<file path="config.mk">
export PLATFORM = sky130hd
export DESIGN_NAME = usb_top_control_status
export DESIGN_NICKNAME = d
export VERILOG_FILES = /design/src/core/sync_2ff.v /design/src/core/usb_top_control_status.v
export VERILOG_INCLUDE_DIRS = /design/src /design/src/core
export SDC_FILE = /design/constraint.sdc
export NUM_CORES = 1
export LEC_CHECK = 0
export BUFFER_PORTS_ARGS = -buffer_cell sky130_fd_sc_hd__buf_2
export CAP_MARGIN = 10
export CORE_MARGIN = 3
export CORE_UTILIZATION = 54
export CTS_CLUSTER_SIZE = 30
export DETAILED_ROUTE_END_ITERATION = 8
export PLACE_DENSITY = 0.79
export SLEW_MARGIN = 25
export SYNTH_ARGS = -nofsm -noshare
export SYNTH_HDL_FRONTEND = slang
export SYNTH_HIERARCHICAL = 1
export SYNTH_SLANG_ARGS = --single-unit
</file>
<file path="constraint.sdc">
create_clock -name aclk -period 3 [get_ports aclk]
set_clock_uncertainty 0.2 [all_clocks]
set_input_delay 0.15 -clock aclk [delete_from_list [all_inputs] [get_ports aclk]]
set_output_delay 0.15 -clock aclk [all_outputs]
set_load 0.03 [all_outputs]
</file>
<file path="src/core/usb_csr_map.vh">
// Register map, field positions and reset values of the USB control block.
// Included by the design files only; definitions only.
`ifndef USB_CSR_MAP_VH
`define USB_CSR_MAP_VH

// ----------------------------------------------------------------
// Register byte offsets
// ----------------------------------------------------------------
`define CSR0_OFS 12'h000
`define CSR1_OFS 12'h004
`define CSR2_OFS 12'h008

// ----------------------------------------------------------------
// Control/status word 0
// ----------------------------------------------------------------
`define TXF_HI 23
`define TXF_LO 17
`define EP0F_BIT 16
`define ISO_BIT 15
`define SOFTC_BIT 14
`define HI_SPEED_ENABLE_BIT 13
`define HSST_BIT 12
`define RST_BIT 11
`define RSM_BIT 10
`define SUSST_BIT 9
`define SUSEN_BIT 8
`define FADDR_HI 6
`define FADDR_LO 0

// ----------------------------------------------------------------
// Word 1: transmit enables, receive flags
// ----------------------------------------------------------------
`define TXE_HI 23
`define TXE_LO 17
`define EP0E_BIT 16
`define RXF_HI 7
`define RXF_LO 1

// ----------------------------------------------------------------
// Word 2: bus event enables and flags, receive enables
// ----------------------------------------------------------------
`define BUSE_HI 31
`define BUSE_LO 24
`define BUSF_HI 23
`define BUSF_LO 16
`define RXE_HI 7
`define RXE_LO 1

// Bus event index inside the enable and flag bytes
`define EV_VBUS 7
`define EV_SESS 6
`define EV_DISC 5
`define EV_CONN 4
`define EV_SOF 3
`define EV_RSTB 2
`define EV_RSM 1
`define EV_SUSP 0

// ----------------------------------------------------------------
// Reset values and bus answers
// ----------------------------------------------------------------
`define TXE_RST 7'h7F
`define EP0E_RST 1'h0
`define BUSE_RST 8'h06
`define RXE_RST 7'h7F
`define HI_SPEED_ENABLE_RST 1'h1
`define RESP_OKAY 2'h0
`define RESP_SLVERR 2'h2

`endif

</file>
<file path="src/core/sync_2ff.v">
// Two-flop synchroniser for a bundle of unrelated level inputs.
// Assumes each bit is a slow level from a pin; no bus coherency is kept.
`timescale 1ns/1ps
module sync_2ff #(
    parameter WIDTH = 6
) (
    // Clock, reset, enable
    input wire aclk,
    input wire aresetn,
    input wire ce,
    // Levels
    input wire [WIDTH-1:0] async_in,
    output wire [WIDTH-1:0] sync_out
);

reg [WIDTH-1:0] meta_reg;
reg [WIDTH-1:0] sync_reg;

// First stage feeds only the second
always @(posedge aclk) begin
    if (!aresetn) begin
        meta_reg <= {WIDTH{1'b0}};
        sync_reg <= {WIDTH{1'b0}};
    end else if (ce) begin
        meta_reg <= async_in;
        sync_reg <= meta_reg;
    end
end

assign sync_out = sync_reg;

endmodule

</file>
<file path="src/core/usb_top_control_status.v">
// Top control and status logic of a dual-role USB controller, AXI4-Lite slave.
// Assumes link engine signals on aclk; line levels arrive from pins unsynchronised.
//
// What this block does
// - Set endpoint 1-7 transmit flags, bits 23-17, on transmit events.
// - Set endpoint 0 flag, bit 16, on any control endpoint event.
// - Reading word 0 clears the transmit flags and endpoint 0 flag.
// - Device iso update bit 15: iso packet waits for next SOF after ready.
// - Device soft connect bit 14 enables D+/D- drivers, else tri-state.
// - Hi-speed enable bit 13 allows hi-speed negotiation in bus reset.
// - Bit 12 shows hi-speed success, valid after reset ends.
// - Bit 11 shows bus reset; host software writes it to drive reset.
// - Resume bit 10 drives resume while suspended; clearing stops it.
// - Bit 9 shows suspend; host software sets it, hardware clears it.
// - Bit 8 allows suspend entry when set, prevents it when clear.
// - Device function address bits 6-0 match later token addresses.
// - Transmit enables 23-17 reset to one; endpoint 0 enable resets zero.
// - Set receive flags, word 1 bits 7-1, on receive events.
// - Word 2 bits 31-24 enable the eight bus event flags.
// - Set VBUS error flag, bit 23, when VBUS drops during a session.
// - Set session request flag, bit 22, on session request signaling.
// - Set disconnect flag, bit 21: host disconnect or device session end.
// - Host mode: set connection flag, bit 20, on peripheral connect.
// - Set reset/babble flag on host babble or device bus reset.
`timescale 1ns/1ps
`include "usb_csr_map.vh"
module usb_top_control_status #(
    parameter ADDR_W = 12,
    parameter NUM_EP = 7
) (
    // Clock, reset, enable
    input wire aclk,
    input wire aresetn,
    input wire ce,
    // AXI4-Lite write address and data
    input wire [ADDR_W-1:0] s_axi_awaddr,
    input wire [2:0] s_axi_awprot,
    input wire s_axi_awvalid,
    output wire s_axi_awready,
    input wire [31:0] s_axi_wdata,
    input wire [3:0] s_axi_wstrb,
    input wire s_axi_wvalid,
    output wire s_axi_wready,
    // AXI4-Lite write response
    output wire [1:0] s_axi_bresp,
    output wire s_axi_bvalid,
    input wire s_axi_bready,
    // AXI4-Lite read
    input wire [ADDR_W-1:0] s_axi_araddr,
    input wire [2:0] s_axi_arprot,
    input wire s_axi_arvalid,
    output wire s_axi_arready,
    output wire [31:0] s_axi_rdata,
    output wire [1:0] s_axi_rresp,
    output wire s_axi_rvalid,
    input wire s_axi_rready,
    // Line levels from pins
    input wire vbus_valid,
    input wire line_reset,
    input wire line_suspend,
    input wire line_resume,
    input wire line_attach,
    input wire session_request_line,
    // Link engine, same clock
    input wire host_mode,
    input wire session_active,
    input wire endpoint_zero_event,
    input wire [NUM_EP:1] endpoint_tx_event,
    input wire [NUM_EP:1] endpoint_rx_event,
    input wire sof_token,
    input wire babble_detect,
    input wire hs_handshake_ok,
    input wire tx_packet_ready,
    input wire iso_endpoint,
    input wire token_valid,
    input wire [6:0] token_addr,
    // Line control and status
    output wire line_drive_oe_n,
    output wire hi_speed_enable,
    output wire bus_reset_drive,
    output wire resume_drive,
    output wire suspend_status,
    output wire iso_send_go,
    output wire token_addr_match,
    output wire irq
);

// ----------------------------------------------------------------
// Address decode
// ----------------------------------------------------------------
function hit;
    input [ADDR_W-1:0] addr;
    input [ADDR_W-1:0] ofs;
    hit = (addr[ADDR_W-1:2] == ofs[ADDR_W-1:2]);
endfunction
// ----------------------------------------------------------------
// State
// ----------------------------------------------------------------
reg [NUM_EP:1] tx_flag_reg, rx_flag_reg, tx_en_reg, rx_en_reg;
reg [7:0] bus_flag_reg, bus_en_reg;
reg ep0_flag_reg, ep0_en_reg, iso_wait_frame_reg, soft_connect_reg, hi_speed_enable_reg;
reg hi_speed_status_reg, host_reset_reg, resume_reg, suspend_status_reg, suspend_enable_reg;
reg [6:0] function_address_reg;
reg iso_pending_reg, iso_go_reg, match_reg, irq_reg, oe_n_reg, resume_drive_reg;
reg pkt_rdy_prev_reg, sess_prev_reg, aw_held_reg, w_held_reg, bvalid_reg, rvalid_reg;
reg [5:0] prev_reg;
reg [ADDR_W-1:0] awaddr_reg;
reg [31:0] wdata_reg, rdata_reg;
reg [3:0] wstrb_reg;
reg [1:0] bresp_reg, rresp_reg;
wire [5:0] line_s;
wire vbus_s = line_s[0];
wire reset_s = line_s[1];
wire susp_s = line_s[2];
wire rsm_s = line_s[3];
wire attach_s = line_s[4];
wire srp_s = line_s[5];
// Pin levels cross in through two flops
sync_2ff #(.WIDTH(6)) line_sync (
    .aclk(aclk),
    .aresetn(aresetn),
    .ce(ce),
    .async_in({session_request_line, line_attach, line_resume, line_suspend,
        line_reset, vbus_valid}),
    .sync_out(line_s)
);
// ----------------------------------------------------------------
// Bus events from synchronised levels and link engine inputs
// ----------------------------------------------------------------
wire reset_rise = reset_s & ~prev_reg[1];
wire reset_fall = ~reset_s & prev_reg[1];
wire susp_rise = susp_s & ~prev_reg[2];
wire rsm_rise = rsm_s & ~prev_reg[3];
wire attach_rise = attach_s & ~prev_reg[4];
wire attach_fall = ~attach_s & prev_reg[4];
wire [7:0] bus_evt;
assign bus_evt[`EV_VBUS] = session_active & prev_reg[0] & ~vbus_s;
assign bus_evt[`EV_SESS] = srp_s & ~prev_reg[5];
assign bus_evt[`EV_DISC] = host_mode ? attach_fall : (sess_prev_reg & ~session_active);
assign bus_evt[`EV_CONN] = host_mode & attach_rise;
assign bus_evt[`EV_SOF] = sof_token;
assign bus_evt[`EV_RSTB] = host_mode ? babble_detect : reset_rise;
assign bus_evt[`EV_RSM] = suspend_status_reg & rsm_rise;
assign bus_evt[`EV_SUSP] = ~host_mode & susp_rise;
// ----------------------------------------------------------------
// AXI4-Lite handshakes
// ----------------------------------------------------------------
assign s_axi_awready = ce & ~aw_held_reg & ~bvalid_reg;
assign s_axi_wready = ce & ~w_held_reg & ~bvalid_reg;
assign s_axi_arready = ce & ~rvalid_reg;
wire aw_hs = s_axi_awvalid & s_axi_awready;
wire w_hs = s_axi_wvalid & s_axi_wready;
wire ar_hs = s_axi_arvalid & s_axi_arready;
wire [ADDR_W-1:0] wr_addr = aw_held_reg ? awaddr_reg : s_axi_awaddr;
wire [31:0] wr_data = w_held_reg ? wdata_reg : s_axi_wdata;
wire [3:0] wr_strb = w_held_reg ? wstrb_reg : s_axi_wstrb;
wire do_write = (aw_held_reg | aw_hs) & (w_held_reg | w_hs) & ~bvalid_reg & ce;
wire wr0 = do_write & hit(wr_addr, `CSR0_OFS);
wire wr1 = do_write & hit(wr_addr, `CSR1_OFS);
wire wr2 = do_write & hit(wr_addr, `CSR2_OFS);
wire wr_map = wr0 | wr1 | wr2;
wire rd0 = ar_hs & hit(s_axi_araddr, `CSR0_OFS);
wire rd1 = ar_hs & hit(s_axi_araddr, `CSR1_OFS);
wire rd2 = ar_hs & hit(s_axi_araddr, `CSR2_OFS);
// Reset bit reads the line in device mode, the drive request in host mode
wire reset_view = host_mode ? host_reset_reg : reset_s;
// ----------------------------------------------------------------
// Read word assembly
// ----------------------------------------------------------------
reg [31:0] word0, word1, word2;
always @* begin
    word0 = 32'h0000_0000;
    word0[`TXF_HI:`TXF_LO] = tx_flag_reg;
    word0[`EP0F_BIT] = ep0_flag_reg;
    word0[`ISO_BIT] = iso_wait_frame_reg & ~host_mode;
    word0[`SOFTC_BIT] = soft_connect_reg;
    word0[`HI_SPEED_ENABLE_BIT] = hi_speed_enable_reg;
    word0[`HSST_BIT] = hi_speed_status_reg;
    word0[`RST_BIT] = reset_view;
    word0[`RSM_BIT] = resume_reg;
    word0[`SUSST_BIT] = suspend_status_reg;
    word0[`SUSEN_BIT] = suspend_enable_reg;
    word0[`FADDR_HI:`FADDR_LO] = function_address_reg;
    word1 = 32'h0000_0000;
    word1[`TXE_HI:`TXE_LO] = tx_en_reg;
    word1[`EP0E_BIT] = ep0_en_reg;
    word1[`RXF_HI:`RXF_LO] = rx_flag_reg;
    word2 = 32'h0000_0000;
    word2[`BUSE_HI:`BUSE_LO] = bus_en_reg;
    word2[`BUSF_HI:`BUSF_LO] = bus_flag_reg;
    word2[`RXE_HI:`RXE_LO] = rx_en_reg;
end
// ----------------------------------------------------------------
// Event flags: set wins over clear-on-read
// ----------------------------------------------------------------
genvar i;
generate
    for (i = 1; i <= NUM_EP; i = i + 1) begin : ep_flags
        always @(posedge aclk) begin
            if (!aresetn) begin
                {tx_flag_reg[i], rx_flag_reg[i]} <= 2'b00;
            end else if (ce) begin
                tx_flag_reg[i] <= (tx_flag_reg[i] & ~rd0) | endpoint_tx_event[i];
                rx_flag_reg[i] <= (rx_flag_reg[i] & ~rd1) | endpoint_rx_event[i];
            end
        end
    end
    for (i = 0; i < 8; i = i + 1) begin : bus_flags
        always @(posedge aclk) begin
            if (!aresetn) begin
                bus_flag_reg[i] <= 1'b0;
            end else if (ce) begin
                bus_flag_reg[i] <= (bus_flag_reg[i] & ~rd2) | bus_evt[i];
            end
        end
    end
endgenerate
// ----------------------------------------------------------------
// Software controls; byte lanes honoured
// ----------------------------------------------------------------
always @(posedge aclk) begin
    if (!aresetn) begin
        {iso_wait_frame_reg, soft_connect_reg, host_reset_reg, resume_reg} <= 4'h0;
        {suspend_enable_reg, function_address_reg} <= 8'h00;
        hi_speed_enable_reg <= `HI_SPEED_ENABLE_RST;
        tx_en_reg <= `TXE_RST;
        ep0_en_reg <= `EP0E_RST;
        bus_en_reg <= `BUSE_RST;
        rx_en_reg <= `RXE_RST;
    end else if (ce) begin
        if (wr0 & wr_strb[1]) begin
            // Iso update exists only in device mode, reset drive only in host mode
            iso_wait_frame_reg <= host_mode ? iso_wait_frame_reg : wr_data[`ISO_BIT];
            soft_connect_reg <= wr_data[`SOFTC_BIT];
            hi_speed_enable_reg <= wr_data[`HI_SPEED_ENABLE_BIT];
            host_reset_reg <= host_mode ? wr_data[`RST_BIT] : host_reset_reg;
            resume_reg <= wr_data[`RSM_BIT];
            suspend_enable_reg <= wr_data[`SUSEN_BIT];
        end
        if (wr0 & wr_strb[0]) begin
            function_address_reg <= wr_data[`FADDR_HI:`FADDR_LO];
        end
        if (wr1 & wr_strb[2]) begin
            {tx_en_reg, ep0_en_reg} <= wr_data[`TXE_HI:`EP0E_BIT];
        end
        if (wr2 & wr_strb[3]) begin
            bus_en_reg <= wr_data[`BUSE_HI:`BUSE_LO];
        end
        if (wr2 & wr_strb[0]) begin
            rx_en_reg <= wr_data[`RXE_HI:`RXE_LO];
        end
    end
end
// ----------------------------------------------------------------
// Suspend, hi-speed status, line edge history
// ----------------------------------------------------------------
wire host_rst_fall = wr0 & wr_strb[1] & host_mode & host_reset_reg & ~wr_data[`RST_BIT];
wire resume_end = wr0 & wr_strb[1] & resume_reg & ~wr_data[`RSM_BIT];
wire host_susp_set = wr0 & wr_strb[1] & host_mode & wr_data[`SUSST_BIT];
always @(posedge aclk) begin
    if (!aresetn) begin
        {suspend_status_reg, hi_speed_status_reg, sess_prev_reg, ep0_flag_reg} <= 4'h0;
        prev_reg <= 6'h00;
    end else if (ce) begin
        prev_reg <= line_s;
        sess_prev_reg <= session_active;
        // Endpoint 0 flag shares the clear-on-read byte; set wins
        ep0_flag_reg <= (ep0_flag_reg & ~rd0) | endpoint_zero_event;
        // Wake-up wins over entry so a resume is never swallowed
        if (bus_evt[`EV_RSM] | reset_rise | resume_end) begin
            suspend_status_reg <= 1'b0;
        end else if (suspend_enable_reg & (host_mode ? host_susp_set : susp_rise)) begin
            suspend_status_reg <= 1'b1;
        end
        // Latched when the reset ends; hi-speed only if enabled
        if (host_mode ? host_rst_fall : reset_fall) begin
            hi_speed_status_reg <= hi_speed_enable_reg & hs_handshake_ok;
        end else if (!host_mode & reset_rise) begin
            hi_speed_status_reg <= 1'b0;
        end
    end
end
// ----------------------------------------------------------------
// Iso gating, token address match, line outputs, interrupt
// ----------------------------------------------------------------
wire pkt_rdy_rise = tx_packet_ready & ~pkt_rdy_prev_reg;
wire iso_hold = iso_wait_frame_reg & ~host_mode & iso_endpoint;
wire [NUM_EP:0] pend = {tx_flag_reg & tx_en_reg, ep0_flag_reg & ep0_en_reg};
wire any_irq = (|pend) | (|(rx_flag_reg & rx_en_reg)) | (|(bus_flag_reg & bus_en_reg));
always @(posedge aclk) begin
    if (!aresetn) begin
        {pkt_rdy_prev_reg, iso_pending_reg, iso_go_reg, match_reg} <= 4'h0;
        {irq_reg, resume_drive_reg} <= 2'h0;
        oe_n_reg <= 1'b1;
    end else if (ce) begin
        pkt_rdy_prev_reg <= tx_packet_ready;
        // Held packet leaves on the next SOF; ready dropping cancels it
        if (iso_pending_reg & (sof_token | ~tx_packet_ready)) begin
            iso_pending_reg <= 1'b0;
        end else if (pkt_rdy_rise & iso_hold) begin
            iso_pending_reg <= 1'b1;
        end
        iso_go_reg <= (pkt_rdy_rise & ~iso_hold) |
            (iso_pending_reg & sof_token & tx_packet_ready);
        match_reg <= token_valid & ~host_mode & (token_addr == function_address_reg);
        irq_reg <= any_irq;
        oe_n_reg <= ~(host_mode | soft_connect_reg);
        resume_drive_reg <= resume_reg & suspend_status_reg;
    end
end
// ----------------------------------------------------------------
// AXI4-Lite channel state
// ----------------------------------------------------------------
always @(posedge aclk) begin
    if (!aresetn) begin
        {aw_held_reg, w_held_reg, bvalid_reg, rvalid_reg} <= 4'h0;
        awaddr_reg <= {ADDR_W{1'b0}};
        {wdata_reg, rdata_reg} <= 64'h0;
        wstrb_reg <= 4'h0;
        {bresp_reg, rresp_reg} <= {`RESP_OKAY, `RESP_OKAY};
    end else if (ce) begin
        // Park whichever half arrives first
        if (do_write) begin
            aw_held_reg <= 1'b0;
            w_held_reg <= 1'b0;
            bvalid_reg <= 1'b1;
            bresp_reg <= wr_map ? `RESP_OKAY : `RESP_SLVERR;
        end else begin
            if (aw_hs) begin
                aw_held_reg <= 1'b1;
                awaddr_reg <= s_axi_awaddr;
            end
            if (w_hs) begin
                w_held_reg <= 1'b1;
                wdata_reg <= s_axi_wdata;
                wstrb_reg <= s_axi_wstrb;
            end
            bvalid_reg <= bvalid_reg & ~s_axi_bready;
        end
        // Snapshot taken in the cycle the flags clear, so none is lost
        if (ar_hs) begin
            rvalid_reg <= 1'b1;
            rdata_reg <= rd0 ? word0 : (rd1 ? word1 : (rd2 ? word2 : 32'h0000_0000));
            rresp_reg <= (rd0 | rd1 | rd2) ? `RESP_OKAY : `RESP_SLVERR;
        end else if (rvalid_reg & s_axi_rready) begin
            rvalid_reg <= 1'b0;
        end
    end
end
// ----------------------------------------------------------------
// Outputs
// ----------------------------------------------------------------
assign s_axi_bvalid = bvalid_reg;
assign s_axi_bresp = bresp_reg;
assign s_axi_rvalid = rvalid_reg;
assign s_axi_rdata = rdata_reg;
assign s_axi_rresp = rresp_reg;
assign line_drive_oe_n = oe_n_reg;
assign hi_speed_enable = hi_speed_enable_reg;
assign bus_reset_drive = host_reset_reg;
assign resume_drive = resume_drive_reg;
assign suspend_status = suspend_status_reg;
assign iso_send_go = iso_go_reg;
assign token_addr_match = match_reg;
assign irq = irq_reg;
endmodule

</file>
==> flow_summary.yaml <==
power:
  power_density_mw_per_mm2: 556
  p_leak_nw: 4.14
  ir_drop_uv: 390
synth:
  ys_types: 57
  syn_inst: 771
  synth_edf_count: 0
  yosysMostFrequentCell: "dfxtp_1"
  synthFlopType: "dfxtp_1"
  synth_common_cells: "dfxtp_1, nand2_1, nor2_1"
  synth.top_cell.area_share: 0.473
  synth_top_area_cell: "dfxtp_1"
  yosysSeqAreaShare: 0.473
  avgSynthCellArea_sq_um: 9.33
  netlist_area_sq_mm: 0.00719
  synth.area.top_cells: "dfxtp_1, mux2i_1, mux2_2"
  ys_seq_elements: 170
  ys_warn_count: 6
  async_flop_share: 0
clock_network:
  post-cts-setup-buffers: 0
  cts-root-buf: "clkbuf_16"
  cts_tree: "done"
  cts.reportedPaths.clkPinSlew_ns: 0.06
  cts_max_level: 4
  cts_buffers: 17
  clkLatencyLatePin_ns: 0.43
  clock_path_buffers: 2
  clock_sinks: 170
timing:
  finalSetupTns_ns: 0
  max_slew.worst_pin.slew_ns: 0.751
  finalCriticalPeriod_ns: 2.78
  drv_slew: 0
  finalCritPeriodShare: 0.926
  relSlewSlack: 0.492
  setup_viol: 0
  hold_viol: 0
  layout_setup_ws_ns: 0.221
  fmax_mhz: 360
  rsz0062_at_grt: "false"
die:
  dieHeight_um: 121
  core-area_sq_mm: 0.0128
  dieArea_sq_mm: 0.0147
  die_x_um: 121
  pin_count: 159
  initial_core_util: 0.561
  row_count: 41
worst_setup_path:
  max_stage_delay_ns: 0.55
  crit_chain: "dlygate4sd3_1, buf_2, or4_1, nor4_2, and4_1, o21ai_1, nor2_1, o21a_1"
  ff2ff_path_depth: 6
  ff2ff_setup_slack_ns: 0.28
  slowest_stage: "dlygate4sd3_1"
  worstPathMaxFanout: 10
  critPathLaunchType: "input pin"
  crit_type: "in -> reg"
  end_kind: "flip-flop"
  required_ns: 3.17
  cp.arrival_ns: 2.95
final_layout:
  fin_nets: 1095
  nFillCells: 918
  drive_gt1_frac: 0.245
  syn2layout_area_growth_pct: 32.0
  largest_reg_flops: 32
  fin_area_sq_mm: 0.00950
  fin_cells: 1168
  regArea_sq_mm: 0.00340
  multi_input_area_sq_mm: 0.00354
  n_antenna_cell: 0
route:
  drt_first_pass_iters: 5
  wl_um: 21100
  wl_per_cell_um: 18.0
  drt_iter0_drc: 673
  post_drt_via_cell_ratio: 5.70
  vias: 6653
  drc: 0
  drt.antenna.violating_nets: 0
status:
  status: "finished, final reports clean"
placed_design:
  place_congestion: 0.848
  post-dp-hpwl_um: 13600
  place_area_sq_mm: 0.00803
  dp_cells: 1053
  port_buffers: 145
  post-place-ws_ns: 0.353
hold_path:
  hp-class: "in -> reg"
  hold_depth: 6
grt:
  globalRoute.totalOverflow: 0
  grt_pass1_wl_um: 33400
  grt_pass1_vias: 6603
  antenna_found_initial: 0
  grt_max_degree: 59
  grt.total_usage: 0.290
job:
  maxCapViolations: 0
==> worst max-delay path: cells and delay by family <==
kind | cells | cell delay, ns
compound gates | 2 | 0.49
buf+inv | 2 | 0.68
simple gates | 4 | 1.63
==> metal layers <==
layer  GRT usage  routed length [um]  share of wire
met3      0.0732                1590          0.075
met4       0.104                 487          0.023
met1       0.373                8910           0.42
met5           0                   0              0
met2       0.474               10100           0.48
==> cell usage in the layout, fill, tap and decap left out, drive strengths merged, types with 2 or more instances in the layout <==
cell type	Yosys	layout
a21oi	56	56
a221oi	14	14
a22o	18	18
a22oi	30	30
and3b	2	2
and4	2	2
buf	16	159
bufinv	0	4
clkbuf	34	23
clkinv	1	2
clkinvlp	0	2
conb	1	2
dfxtp	170	170
dlygate4sd3	0	85
inv	8	8
mux2	45	45
mux2i	60	60
nand2	107	107
nand2b	5	5
nand3	5	5
nand3b	2	2
nand4	5	5
nand4b	4	4
nor2	83	83
nor2b	16	16
nor3	7	7
nor3b	4	4
nor4	5	5
o211ai	4	4
o21a	8	8
o21ai	23	23
o221a	2	2
o31a	7	7
o32ai	2	2
or4	2	2
xnor2	5	5
xor2	3	3
==> logic make-up after synthesis <==
group,share of synthesized area
and+or+nand+nor,0.161
AOI/OAI and AO/OA,0.167
DFF,0.473
muxes,0.154
buffers and inverters,0.0346
xor gates and xnor gates,0.00974
other,0.000521
==> cell type report <==
class,instances,share of cell area
Tap cell,172,0.0227
Clock buffer,23,0.0503
Sequential cell,170,0.358
Multi-Input combinational cell,543,0.373
Timing Repair Buffer,244,0.177
Inverter,9,0.00356
Clock inverter,7,0.0148
==> metrics by stage <==
| step | total power, W | hold slack [ns] | util |
|---|---|---|---|
| floorplan | 0.00274 | 0.0782 | - |
| global placement | 0.00291 | 0.185 | 0.626 |
| detailed placement | 0.00292 | 0.190 | 0.626 |
| CTS | 0.00529 | 0.000246 | 0.741 |
| global route | 0.00546 | 0.0500 | 0.741 |
| finish | 0.00528 | 0.0145 | 0.741 |
==> repair_timing <==
action / CTS / global route
resized for setup: 0 / 0
hold buffers: 85 / 0
endpoints found under the hold margin: 114 / 0
==> power by group <==
group / internal [W] / switching (W) / leakage (nW)
Sequential: 0.00233 / 0.0000487 / 1.38
Clock: 0.00145 / 0.000856 / 0.295
Combinational: 0.000285 / 0.000319 / 2.46
Total: 0.00406 / 0.00122 / 4.14
==> final timing paths <==
kind                                       from                 endpoint
worst min-delay path              token_addr[5]         token_addr_match
worst max register to register    awaddr_reg[7]  function_address_reg[1]
worst min register to register     wstrb_reg[3]             wstrb_reg[3]
worst max-delay path            s_axi_awaddr[7]  function_address_reg[1]
(Power assumes the default switching activity.)
